File: config.mk
export PLATFORM = sky130hd
export DESIGN_NAME = ofc_osc_fault_ctrl
export DESIGN_NICKNAME = d
export VERILOG_FILES = /design/src/logic/ofc_osc_fault_ctrl.v
export VERILOG_INCLUDE_DIRS = /design/src /design/src/pkg
export SDC_FILE = /design/constraint.sdc
export NUM_CORES = 1
export LEC_CHECK = 0
export ABC_AREA = 1
export BUFFER_PORTS_ARGS = -buffer_cell sky130_fd_sc_hd__clkbuf_2
export CELL_PAD_IN_SITES_DETAIL_PLACEMENT = 1
export CELL_PAD_IN_SITES_GLOBAL_PLACEMENT = 2
export CORE_MARGIN = 8
export CORE_UTILIZATION = 30
export CTS_CLUSTER_SIZE = 30
export DETAILED_ROUTE_END_ITERATION = 8
export GPL_ROUTABILITY_DRIVEN = 0
export PLACE_DENSITY = 0.85
export SETUP_SLACK_MARGIN = 0.1
export SLEW_MARGIN = 20
export SYNTH_ARGS = -nofsm -noshare
export SYNTH_HDL_FRONTEND = slang
export SYNTH_SLANG_ARGS = --single-unit
File: constraint.sdc
create_clock -name clk_i -period 1.8 [get_ports clk_i]
set_input_delay 0 -clock clk_i [delete_from_list [all_inputs] [get_ports clk_i]]
set_output_delay 0 -clock clk_i [all_outputs]
set_load 0.005 [all_outputs]
File: src/pkg/ofc_map.vh
`ifndef OFC_MAP_VH
`define OFC_MAP_VH
// apb register byte offsets
`define OFC_CTRL_ADDR 12'h000
`define OFC_CLKSEL_ADDR 12'h004
`define OFC_STAT_ADDR 12'h008
`define OFC_FLAG_ADDR 12'h00C
`define OFC_DCO_ADDR 12'h010
// control register fields
`define OFC_CTRL_MAIN_OFF 0
`define OFC_CTRL_PERI_OFF 1
`define OFC_CTRL_BIAS_OFF 2
`define OFC_CTRL_LF_STOP 3
`define OFC_CTRL_XT2_OFF 4
`define OFC_CTRL_XTS 5
`define OFC_CTRL_IRQ_EN 6
// clock select fields
`define OFC_MAIN_CLOCK_SOURCE_SELECT_LO 0
`define OFC_MAIN_CLOCK_SOURCE_SELECT_HI 1
`define OFC_SUB_CLOCK_SOURCE_SELECT_BIT 2
// main and sub source select codes
`define OFC_MAIN_CLOCK_SOURCE_SELECT_XT2 2'h2
`define OFC_MAIN_CLOCK_SOURCE_SELECT_XT1 2'h3
`define OFC_SUB_CLOCK_SOURCE_SELECT_XT 1'h1
`define OFC_SUB_CLOCK_SOURCE_SELECT_DCO 1'h0
// flag register fields
`define OFC_FLAG_BIT 0
// rc oscillator setting fields and reset values
`define OFC_RSEL_LO 0
`define OFC_RSEL_HI 2
`define OFC_DCO_LO 4
`define OFC_DCO_HI 6
`define OFC_MOD_LO 8
`define OFC_MOD_HI 12
`define OFC_RSEL_RST 3'h4
`define OFC_DCO_RST 3'h3
`define OFC_MOD_RST 5'h00
// fault timing: 100 cycles at 1 MHz reference
`define OFC_REF_HZ 1000000
`define OFC_CLK_HZ 125000000
`define OFC_MISS_CYC 100
`define OFC_CNT_W 7
`define OFC_PRE_W 7
`endif

File: src/logic/ofc_osc_fault_ctrl.v
// Decided for this implementation: the register addresses and register access over APB.
`include "ofc_map.vh"
module ofc_osc_fault_ctrl
#(
   parameter THREE_OSC = 1
)
(
   input wire clk_i,
   input wire sys_rst_i,
   input wire por_i,
   input wire rst_pin_i,
   input wire wdt_expire_i,
   input wire wdt_key_viol_i,
   input wire xt1_clk_i,
   input wire xt2_clk_i,
   input wire psel_i,
   input wire penable_i,
   input wire pwrite_i,
   input wire [11:0] paddr_i,
   input wire [31:0] pwdata_i,
   output wire [31:0] prdata_o,
   output wire pready_o,
   output wire pslverr_o,
   output reg xt1_enable_o,
   output reg xt1_hf_mode_o,
   output reg xt1_fast_start_o,
   output reg xt2_enable_o,
   output reg xt2_fast_start_o,
   output reg rc_osc_on_o,
   output reg rc_bias_on_o,
   output reg nmi_req_o,
   output reg power_up_clear_o
);
   // ************************************************************
   // reference tick and helpers
   // ************************************************************
   // divider end value, cut to the counter width on purpose
   localparam integer PRE_DIV = `OFC_CLK_HZ / `OFC_REF_HZ - 1;
   localparam [`OFC_PRE_W-1:0] PRE_MAX = PRE_DIV[`OFC_PRE_W-1:0];
   // missed-cycle threshold at the counter width
   localparam integer MISS_INT = `OFC_MISS_CYC;
   localparam [`OFC_CNT_W-1:0] MISS_MAX = MISS_INT[`OFC_CNT_W-1:0];
   reg [`OFC_PRE_W-1:0] pre_cnt; // divider to 1 MHz
   reg ref_tick; // one-cycle reference pulse
   // sampled-edge check: 2nd and 3rd flops agree on a change
   function edge_seen;
      input [2:0] s;
      input last;
      begin
         edge_seen = (s[1] == s[2]) && (s[2] != last);
      end
   endfunction
   // next fault-counter value
   // saturates at the threshold so it never wraps
   function [`OFC_CNT_W-1:0] cnt_step;
      input [`OFC_CNT_W-1:0] c;
      input fault;
      begin
         if (c < MISS_MAX)
            cnt_step = c + 1'b1;
         else
            cnt_step = c;
      end
   endfunction
   // reference prescaler
   always @(posedge clk_i)
   begin
      if (sys_rst_i || pre_cnt == PRE_MAX)
      begin
         pre_cnt <= {`OFC_PRE_W{1'b0}};
         ref_tick <= ~sys_rst_i;
      end
      else
      begin
         pre_cnt <= pre_cnt + 1'b1;
         ref_tick <= 1'b0;
      end
   end
   // ************************************************************
   // power-up clear generation
   // ************************************************************
   reg [2:0] pin_sync; // reset pin synchroniser
   reg pin_rst; // agreed reset pin level
   // three-flop sampler; the level moves only when
   // the second and third flops agree, so a glitch
   // caught by one flop never raises a clear
   always @(posedge clk_i)
   begin
      if (sys_rst_i)
      begin
         pin_sync <= 3'h0;
         pin_rst <= 1'b0;
      end
      else
      begin
         pin_sync <= {pin_sync[1:0], rst_pin_i};
         // agreed samples update the level
         if (pin_sync[1] == pin_sync[2])
            pin_rst <= pin_sync[2];
      end
   end
   always @(posedge clk_i)
   begin
      if (sys_rst_i)
         power_up_clear_o <= 1'b1;
      else
         power_up_clear_o <= por_i | pin_rst | wdt_expire_i | wdt_key_viol_i;
   end
   // ************************************************************
   // apb registers
   // ************************************************************
   reg [6:0] ctrl; // status-register style control bits
   reg [2:0] clksel; // sub_clock_source_select and main_clock_source_select
   reg [2:0] rsel; // bias resistor select
   reg [2:0] dco_step; // rc frequency step
   reg [4:0] mod_cnt; // fractional step count
   reg osc_flag; // sticky oscillator fault flag
   reg xt1_fault; // first crystal fault
   reg xt2_fault; // second crystal fault
   reg [31:0] rdata; // read data flop
   wire wr = psel_i & penable_i & pwrite_i;
   wire rd_setup = psel_i & ~penable_i & ~pwrite_i;
   wire main_off = ctrl[`OFC_CTRL_MAIN_OFF];
   wire peri_off = ctrl[`OFC_CTRL_PERI_OFF];
   wire [1:0] main_clock_source_select = clksel[`OFC_MAIN_CLOCK_SOURCE_SELECT_HI:`OFC_MAIN_CLOCK_SOURCE_SELECT_LO];
   wire sub_clock_source_select = clksel[`OFC_SUB_CLOCK_SOURCE_SELECT_BIT];
   wire addr_ok = (paddr_i == `OFC_CTRL_ADDR) || (paddr_i == `OFC_CLKSEL_ADDR) ||
      (paddr_i == `OFC_STAT_ADDR) || (paddr_i == `OFC_FLAG_ADDR) ||
      (paddr_i == `OFC_DCO_ADDR);
   // no wait states: every access ends at its first access edge
   assign pready_o = 1'b1;
   assign pslverr_o = psel_i & penable_i & ~addr_ok;
   assign prdata_o = rdata;
   // clear permitted only with faults low
   // a refused clear leaves no trace; software must retry
   wire clr_ok = THREE_OSC ? ~(xt1_fault | xt2_fault) : ~xt1_fault;
   wire flag_clr = wr && paddr_i == `OFC_FLAG_ADDR && pwdata_i[`OFC_FLAG_BIT] && clr_ok;
   // control and select registers
   always @(posedge clk_i)
   begin
      if (sys_rst_i || power_up_clear_o)
      begin
         // all bits zero but XTS, which a power-up clear keeps: main clock from rc
         ctrl <= 7'h00;
         if (!sys_rst_i)
            ctrl[`OFC_CTRL_XTS] <= ctrl[`OFC_CTRL_XTS];
         clksel <= 3'h0;
         rsel <= `OFC_RSEL_RST;
         dco_step <= `OFC_DCO_RST;
         mod_cnt <= `OFC_MOD_RST;
      end
      else if (wr)
      begin
         case (paddr_i)
            `OFC_CTRL_ADDR: ctrl <= pwdata_i[6:0];
            `OFC_CLKSEL_ADDR: clksel <= pwdata_i[2:0];
            `OFC_DCO_ADDR:
            begin
               rsel <= pwdata_i[`OFC_RSEL_HI:`OFC_RSEL_LO];
               dco_step <= pwdata_i[`OFC_DCO_HI:`OFC_DCO_LO];
               mod_cnt <= pwdata_i[`OFC_MOD_HI:`OFC_MOD_LO];
            end
            default: ctrl <= ctrl;
         endcase
      end
   end
   // fault flag: set wins over clear
   // comes up set, as both faults are active at power-up
   always @(posedge clk_i)
   begin
      if (sys_rst_i)
         osc_flag <= 1'b1;
      else if (xt1_fault || (THREE_OSC != 0 && xt2_fault))
         osc_flag <= 1'b1;
      else if (flag_clr)
         osc_flag <= 1'b0;
   end
   // read mux, data captured in setup phase
   always @(posedge clk_i)
   begin
      if (sys_rst_i)
         rdata <= 32'h0000_0000;
      else if (rd_setup)
      begin
         case (paddr_i)
            `OFC_CTRL_ADDR: rdata <= {25'h0, ctrl};
            `OFC_CLKSEL_ADDR: rdata <= {29'h0, clksel};
            `OFC_STAT_ADDR: rdata <= {24'h0, rc_bias_on_o, rc_osc_on_o, xt2_enable_o,
               xt1_enable_o, xt2_fault, xt1_fault, nmi_req_o, osc_flag};
            `OFC_FLAG_ADDR: rdata <= {31'h0, osc_flag};
            `OFC_DCO_ADDR: rdata <= {19'h0, mod_cnt, 1'b0, dco_step, 1'b0, rsel};
            default: rdata <= 32'h0000_0000;
         endcase
      end
   end
   // ************************************************************
   // crystal fault detection
   // ************************************************************
   reg [2:0] xt1_sync; // first crystal sampler
   reg [2:0] xt2_sync; // second crystal sampler
   reg xt1_last; // last agreed level
   reg xt2_last;
   reg xt1_seen; // edge since last tick
   reg xt2_seen;
   reg [`OFC_CNT_W-1:0] xt1_miss; // missed reference cycles
   reg [`OFC_CNT_W-1:0] xt2_miss;
   reg [`OFC_CNT_W-1:0] xt1_good; // good reference cycles
   reg [`OFC_CNT_W-1:0] xt2_good;
   // both crystals share one process so their counters
   // advance on the same reference tick; an edge landing
   // on the tick cycle itself is dropped, which is harmless
   always @(posedge clk_i)
   begin
      if (sys_rst_i)
      begin
         xt1_sync <= 3'h0;
         xt2_sync <= 3'h0;
         xt1_last <= 1'b0;
         xt2_last <= 1'b0;
         xt1_seen <= 1'b0;
         xt2_seen <= 1'b0;
         xt1_miss <= {`OFC_CNT_W{1'b0}};
         xt2_miss <= {`OFC_CNT_W{1'b0}};
         xt1_good <= {`OFC_CNT_W{1'b0}};
         xt2_good <= {`OFC_CNT_W{1'b0}};
         xt1_fault <= 1'b1;
         xt2_fault <= 1'b1;
      end
      else
      begin
         xt1_sync <= {xt1_sync[1:0], xt1_clk_i};
         xt2_sync <= {xt2_sync[1:0], xt2_clk_i};
         if (xt1_sync[1] == xt1_sync[2])
            xt1_last <= xt1_sync[2];
         if (xt2_sync[1] == xt2_sync[2])
            xt2_last <= xt2_sync[2];
         if (ref_tick)
         begin
            // count missed or good reference cycles
            xt1_seen <= 1'b0;
            xt2_seen <= 1'b0;
            xt1_miss <= xt1_seen ? {`OFC_CNT_W{1'b0}} : cnt_step(xt1_miss, xt1_fault);
            xt2_miss <= xt2_seen ? {`OFC_CNT_W{1'b0}} : cnt_step(xt2_miss, xt2_fault);
            xt1_good <= xt1_seen ? cnt_step(xt1_good, xt1_fault) : {`OFC_CNT_W{1'b0}};
            xt2_good <= xt2_seen ? cnt_step(xt2_good, xt2_fault) : {`OFC_CNT_W{1'b0}};
            if (~xt1_seen && xt1_miss + 1'b1 >= MISS_MAX)
               xt1_fault <= 1'b1;
            else if (xt1_seen && xt1_good + 1'b1 >= MISS_MAX)
               xt1_fault <= 1'b0;
            if (~xt2_seen && xt2_miss + 1'b1 >= MISS_MAX)
               xt2_fault <= 1'b1;
            else if (xt2_seen && xt2_good + 1'b1 >= MISS_MAX)
               xt2_fault <= 1'b0;
         end
         else
         begin
            if (edge_seen(xt1_sync, xt1_last))
               xt1_seen <= 1'b1;
            if (edge_seen(xt2_sync, xt2_last))
               xt2_seen <= 1'b1;
         end
      end
   end
   // ************************************************************
   // oscillator and rc enables
   // ************************************************************
   // crystal clock usage by main and peripheral clocks
   wire main_uses_xt2 = ~main_off && main_clock_source_select == `OFC_MAIN_CLOCK_SOURCE_SELECT_XT2;
   wire peri_uses_xt2 = ~peri_off && sub_clock_source_select == `OFC_SUB_CLOCK_SOURCE_SELECT_XT;
   wire main_uses_xt1 = ~main_off && (main_clock_source_select == `OFC_MAIN_CLOCK_SOURCE_SELECT_XT1 ||
      (THREE_OSC == 0 && main_clock_source_select == `OFC_MAIN_CLOCK_SOURCE_SELECT_XT2));
   wire peri_uses_xt1 = THREE_OSC == 0 && peri_uses_xt2;
   // rc clock needed by main or peripheral clock
   wire rc_needed = (~main_off && ~main_clock_source_select[1]) || (~peri_off && sub_clock_source_select == `OFC_SUB_CLOCK_SOURCE_SELECT_DCO);
   always @(posedge clk_i)
   begin
      if (sys_rst_i)
      begin
         xt1_enable_o <= 1'b0;
         xt1_hf_mode_o <= 1'b0;
         xt1_fast_start_o <= 1'b0;
         xt2_enable_o <= 1'b0;
         xt2_fast_start_o <= 1'b0;
         rc_osc_on_o <= 1'b1;
         rc_bias_on_o <= 1'b1;
         nmi_req_o <= 1'b0;
      end
      else
      begin
         xt1_hf_mode_o <= ctrl[`OFC_CTRL_XTS];
         // among resets, hf crystal halted only by por or pin reset
         // stop bit ignored while used, in either mode
         xt1_enable_o <= (~ctrl[`OFC_CTRL_XTS] | ~(por_i | pin_rst)) &
            (~ctrl[`OFC_CTRL_LF_STOP] | main_uses_xt1 | peri_uses_xt1);
         // second crystal off only when unused
         // a used crystal keeps running whatever the off bit says
         xt2_enable_o <= ~ctrl[`OFC_CTRL_XT2_OFF] | main_uses_xt2 | peri_uses_xt2;
         xt1_fast_start_o <= xt1_fault;
         xt2_fast_start_o <= xt2_fault;
         nmi_req_o <= osc_flag & ctrl[`OFC_CTRL_IRQ_EN];
         rc_osc_on_o <= rc_needed;
         // bias off honoured only when unused
         rc_bias_on_o <= rc_needed | ~ctrl[`OFC_CTRL_BIAS_OFF];
      end
   end
endmodule

==> results.sh <==
export IMPL_rows=44
export IMPL_required_ns=2.04
export IMPL_dieArea_sq_um=19100
export IMPL_finalSetupViolCount=0
export IMPL_yosys_area_top_type="dfxtp_1"
export IMPL_r2r_slack_ns=0.31
export IMPL_drc_errors=0
export IMPL_clk_latency_ns=0.34
export IMPL_synthFlopType="dfxtp_1"
export IMPL_yosys_warnings=0
export IMPL_grt_max_degree=41
export IMPL_critPathLaunchType="primary input"
export IMPL_postRouteAntennaNets=0
export IMPL_period_minus_slack_ns=1.65
export IMPL_ys_seq_elements=96
export IMPL_hold_violations=0
export IMPL_final_nets=738
export IMPL_max_freq_mhz=605
export IMPL_post_cts_setup_buffer_count=0
export IMPL_cp_top_family="buffers and inverters"
export IMPL_cts_root_buf="clkbuf_16"
export IMPL_ir_drop_v=0.000357
export IMPL_grt_usage_pct=12.6
export IMPL_fin_tns_setup_ns=0
export IMPL_crit_fanout=1
export IMPL_synth_area_sq_um=4470
export IMPL_io_pin_count=98
export IMPL_post_synth_num_cell_types=43
export IMPL_dieWidth_um=138
export IMPL_drtIter0Drc=93
export IMPL_critPathKind="primary input to flop"
export IMPL_drv_cap=0
export IMPL_grt_pass1_wl_um=20300
export IMPL_fin_skew_ns=0.00770
export IMPL_initial_core_util_pct=30.8
export IMPL_cts_made_buffers=9
export IMPL_routed_wl_um=12100
export IMPL_syn_to_final_growth_pct=20.4
export IMPL_arrival_ns=1.89
export IMPL_drv_slew=0
export IMPL_grt_overflow=0
export IMPL_die_h_um=138
export IMPL_hold_class="primary input to flop"
export IMPL_path_cells="dlygate4sd3_1 > clkbuf_2 > nor2_1 > dlygate4sd3_1 > nand3_1 > dlygate4sd3_1"
export IMPL_async_flop_share_pct=0
export IMPL_cts_path_max_buffers=2
export IMPL_design_area_sq_um=5390
export IMPL_vias=3960
export IMPL_drt_wirelength_per_cell_um=14.0
export IMPL_p_per_area_nw_per_um2=799
export IMPL_grt_pass1_vias=4267
export IMPL_clk_pin_slew_ns=0.07
export IMPL_outcome="completed"
export IMPL_placed_area_sq_um=4900
export IMPL_fill_cells=1832
export IMPL_avgSynthCellArea_sq_um=7.53
export IMPL_core_area_sq_um=14500
export IMPL_numClockSinks=96
export IMPL_hold_ws_ns=0.00657
export IMPL_drt_pass1_iter_count=4
export IMPL_htreeDepth=3
export IMPL_end_kind="flop"
export IMPL_p_leak_nw=2.36
export IMPL_synthTopCellsByArea="dfxtp_1 43%, nand2_1 8.4%, nor2_1 7.8%, inv_1 5.2%, a21oi_1 5.1%"
export IMPL_layout_drive_gt1_share_pct=16.1
export IMPL_via_per_inst=4.59
export IMPL_postSynthCellCount=594
export IMPL_slowest_delay_ns=0.57
export IMPL_synth_top_area_share_pct=42.5
export IMPL_final_period_utilization_pct=91.9
export IMPL_synth_edff_count=1
export IMPL_antenna_found_initial=0
export IMPL_cts_tree="built"
export IMPL_final_common_cell="nand2_1"
export IMPL_finalPower_mw=4.30
export IMPL_rsz0062_at_grt="false"
export IMPL_path_common_cell="dlygate4sd3_1"
export IMPL_cpMaxStageDelayCell="dlygate4sd3_1"
export IMPL_ys_seq_area_share_pct=43.2
export IMPL_dp_hpwl_um=9430
export IMPL_crit_buf_inv=4
export IMPL_most_common_layout_cells="100 x nand2_1, 95 x dfxtp_1, 92 x nor2_1"
export IMPL_placement_io_buffers=57
## layout make-up
class                      count  area [sq um]  share of cell area, %
multi-input combinational    416          2150                   40.0
sequential                    96          1930                   35.9
timing repair buffer          81           510                   9.48
inverter                      69           262                   4.85
clock buffer                  10           250                   4.65
tap                          184           230                   4.27
clock inverter                 6          47.5                  0.883
antenna                        1          2.50                 0.0465
## layer usage
layer	share of wire [%]	global-route usage, %	vias to the layer above	wire length, um
li1	-	-	2028	-
met1	47	14.9	1864	5730
met2	48	21.8	56	5820
met3	2.8	2.64	12	343
met4	1.4	5.15	0	168
met5	0	0	-	0
## logic make-up (layout without fill, tap and decap cells)
logic type               count (synthesis)  after routing  synth area share (%)
other                                    2             21                 0.168
adder cells (fa/ha/maj)                 10             10                  2.80
AND/OR/NAND/NOR                        273            273                  27.9
buffers and inverters                  100            166                  10.4
XOR/XNOR                                19             19                  3.72
AO/OA/AOI/OAI                           94             94                  11.8
flip-flops                              96             96                  43.2
## worst register-to-register path: stages, from the launching register on
cell and delay (ns):
dfxtp_1 0.41, ha_1 0.22, nand3_1 0.13, nor3_2 0.16, xor2_1 0.21, nand4_1 0.14
nand2_1 0.08, nand2_1 0.04
## power by group
| part | switching, mW | leakage (nW) | internal, mW |
|---|---|---|---|
| Clock | 0.874 | 0.145 | 1.04 |
| Sequential | 0.0168 | 0.782 | 2.15 |
| Combinational | 0.129 | 1.44 | 0.0925 |
## cells in the mapped netlist (3+ instances only)
| master | instances |
|---|---|
| a22oi_1 | 5 |
| a21oi_1 | 46 |
| buf_4 | 20 |
| buf_2 | 3 |
| xor2_1 | 17 |
| inv_1 | 62 |
| nor2_1 | 93 |
| o21ai_0 | 28 |
| nand2_2 | 3 |
| ha_1 | 10 |
| nand4_1 | 11 |
| nand3b_1 | 3 |
| nor2_4 | 3 |
| nor2_2 | 5 |
| nand2_1 | 100 |
| nor3_1 | 8 |
| inv_2 | 6 |
| nand3_1 | 37 |
| dfxtp_1 | 95 |
| clkbuf_1 | 5 |
| a211oi_1 | 3 |
## registers in the layout, indices dropped and copies added, names as in the netlist, 5 cells and up
register and flops:
prdata_o 13, xt1_good 7, pre_cnt 7, xt2_miss 7, mod_cnt 5, xt2_good 7
ctrl 7, xt1_miss 7
## repair_timing
action / CTS / global route
resized for setup: 0 / 2
hold endpoints to repair: 21 / 0
endpoints found under the setup margin: 0 / 2
hold buffers: 18 / 0
## through the flow
stage | utilization (%) | instances | setup slack [ns]
6_report | 37.1 | 863 | 0.147
5_1_grt | 37.0 | 862 | 0.108
4_1_cts | 37.0 | 862 | 0.179
3_5_place_dp | 33.7 | 828 | 0.276
3_3_place_gp | 33.7 | 828 | 0.323
2_1_floorplan | - | 612 | 0.474
## final timing paths
path | depth (start not counted) | from | end
worst min register to register | 2 | xt1_sync[0] | xt1_sync[1]
worst max register to register | 7 | xt1_good[0] | xt1_fault
worst max-delay path | 6 | wdt_key_viol_i | power_up_clear_o
worst min-delay path | 2 | sys_rst_i | pin_sync[0]
Note: power is estimated with default switching activity, not from simulation.
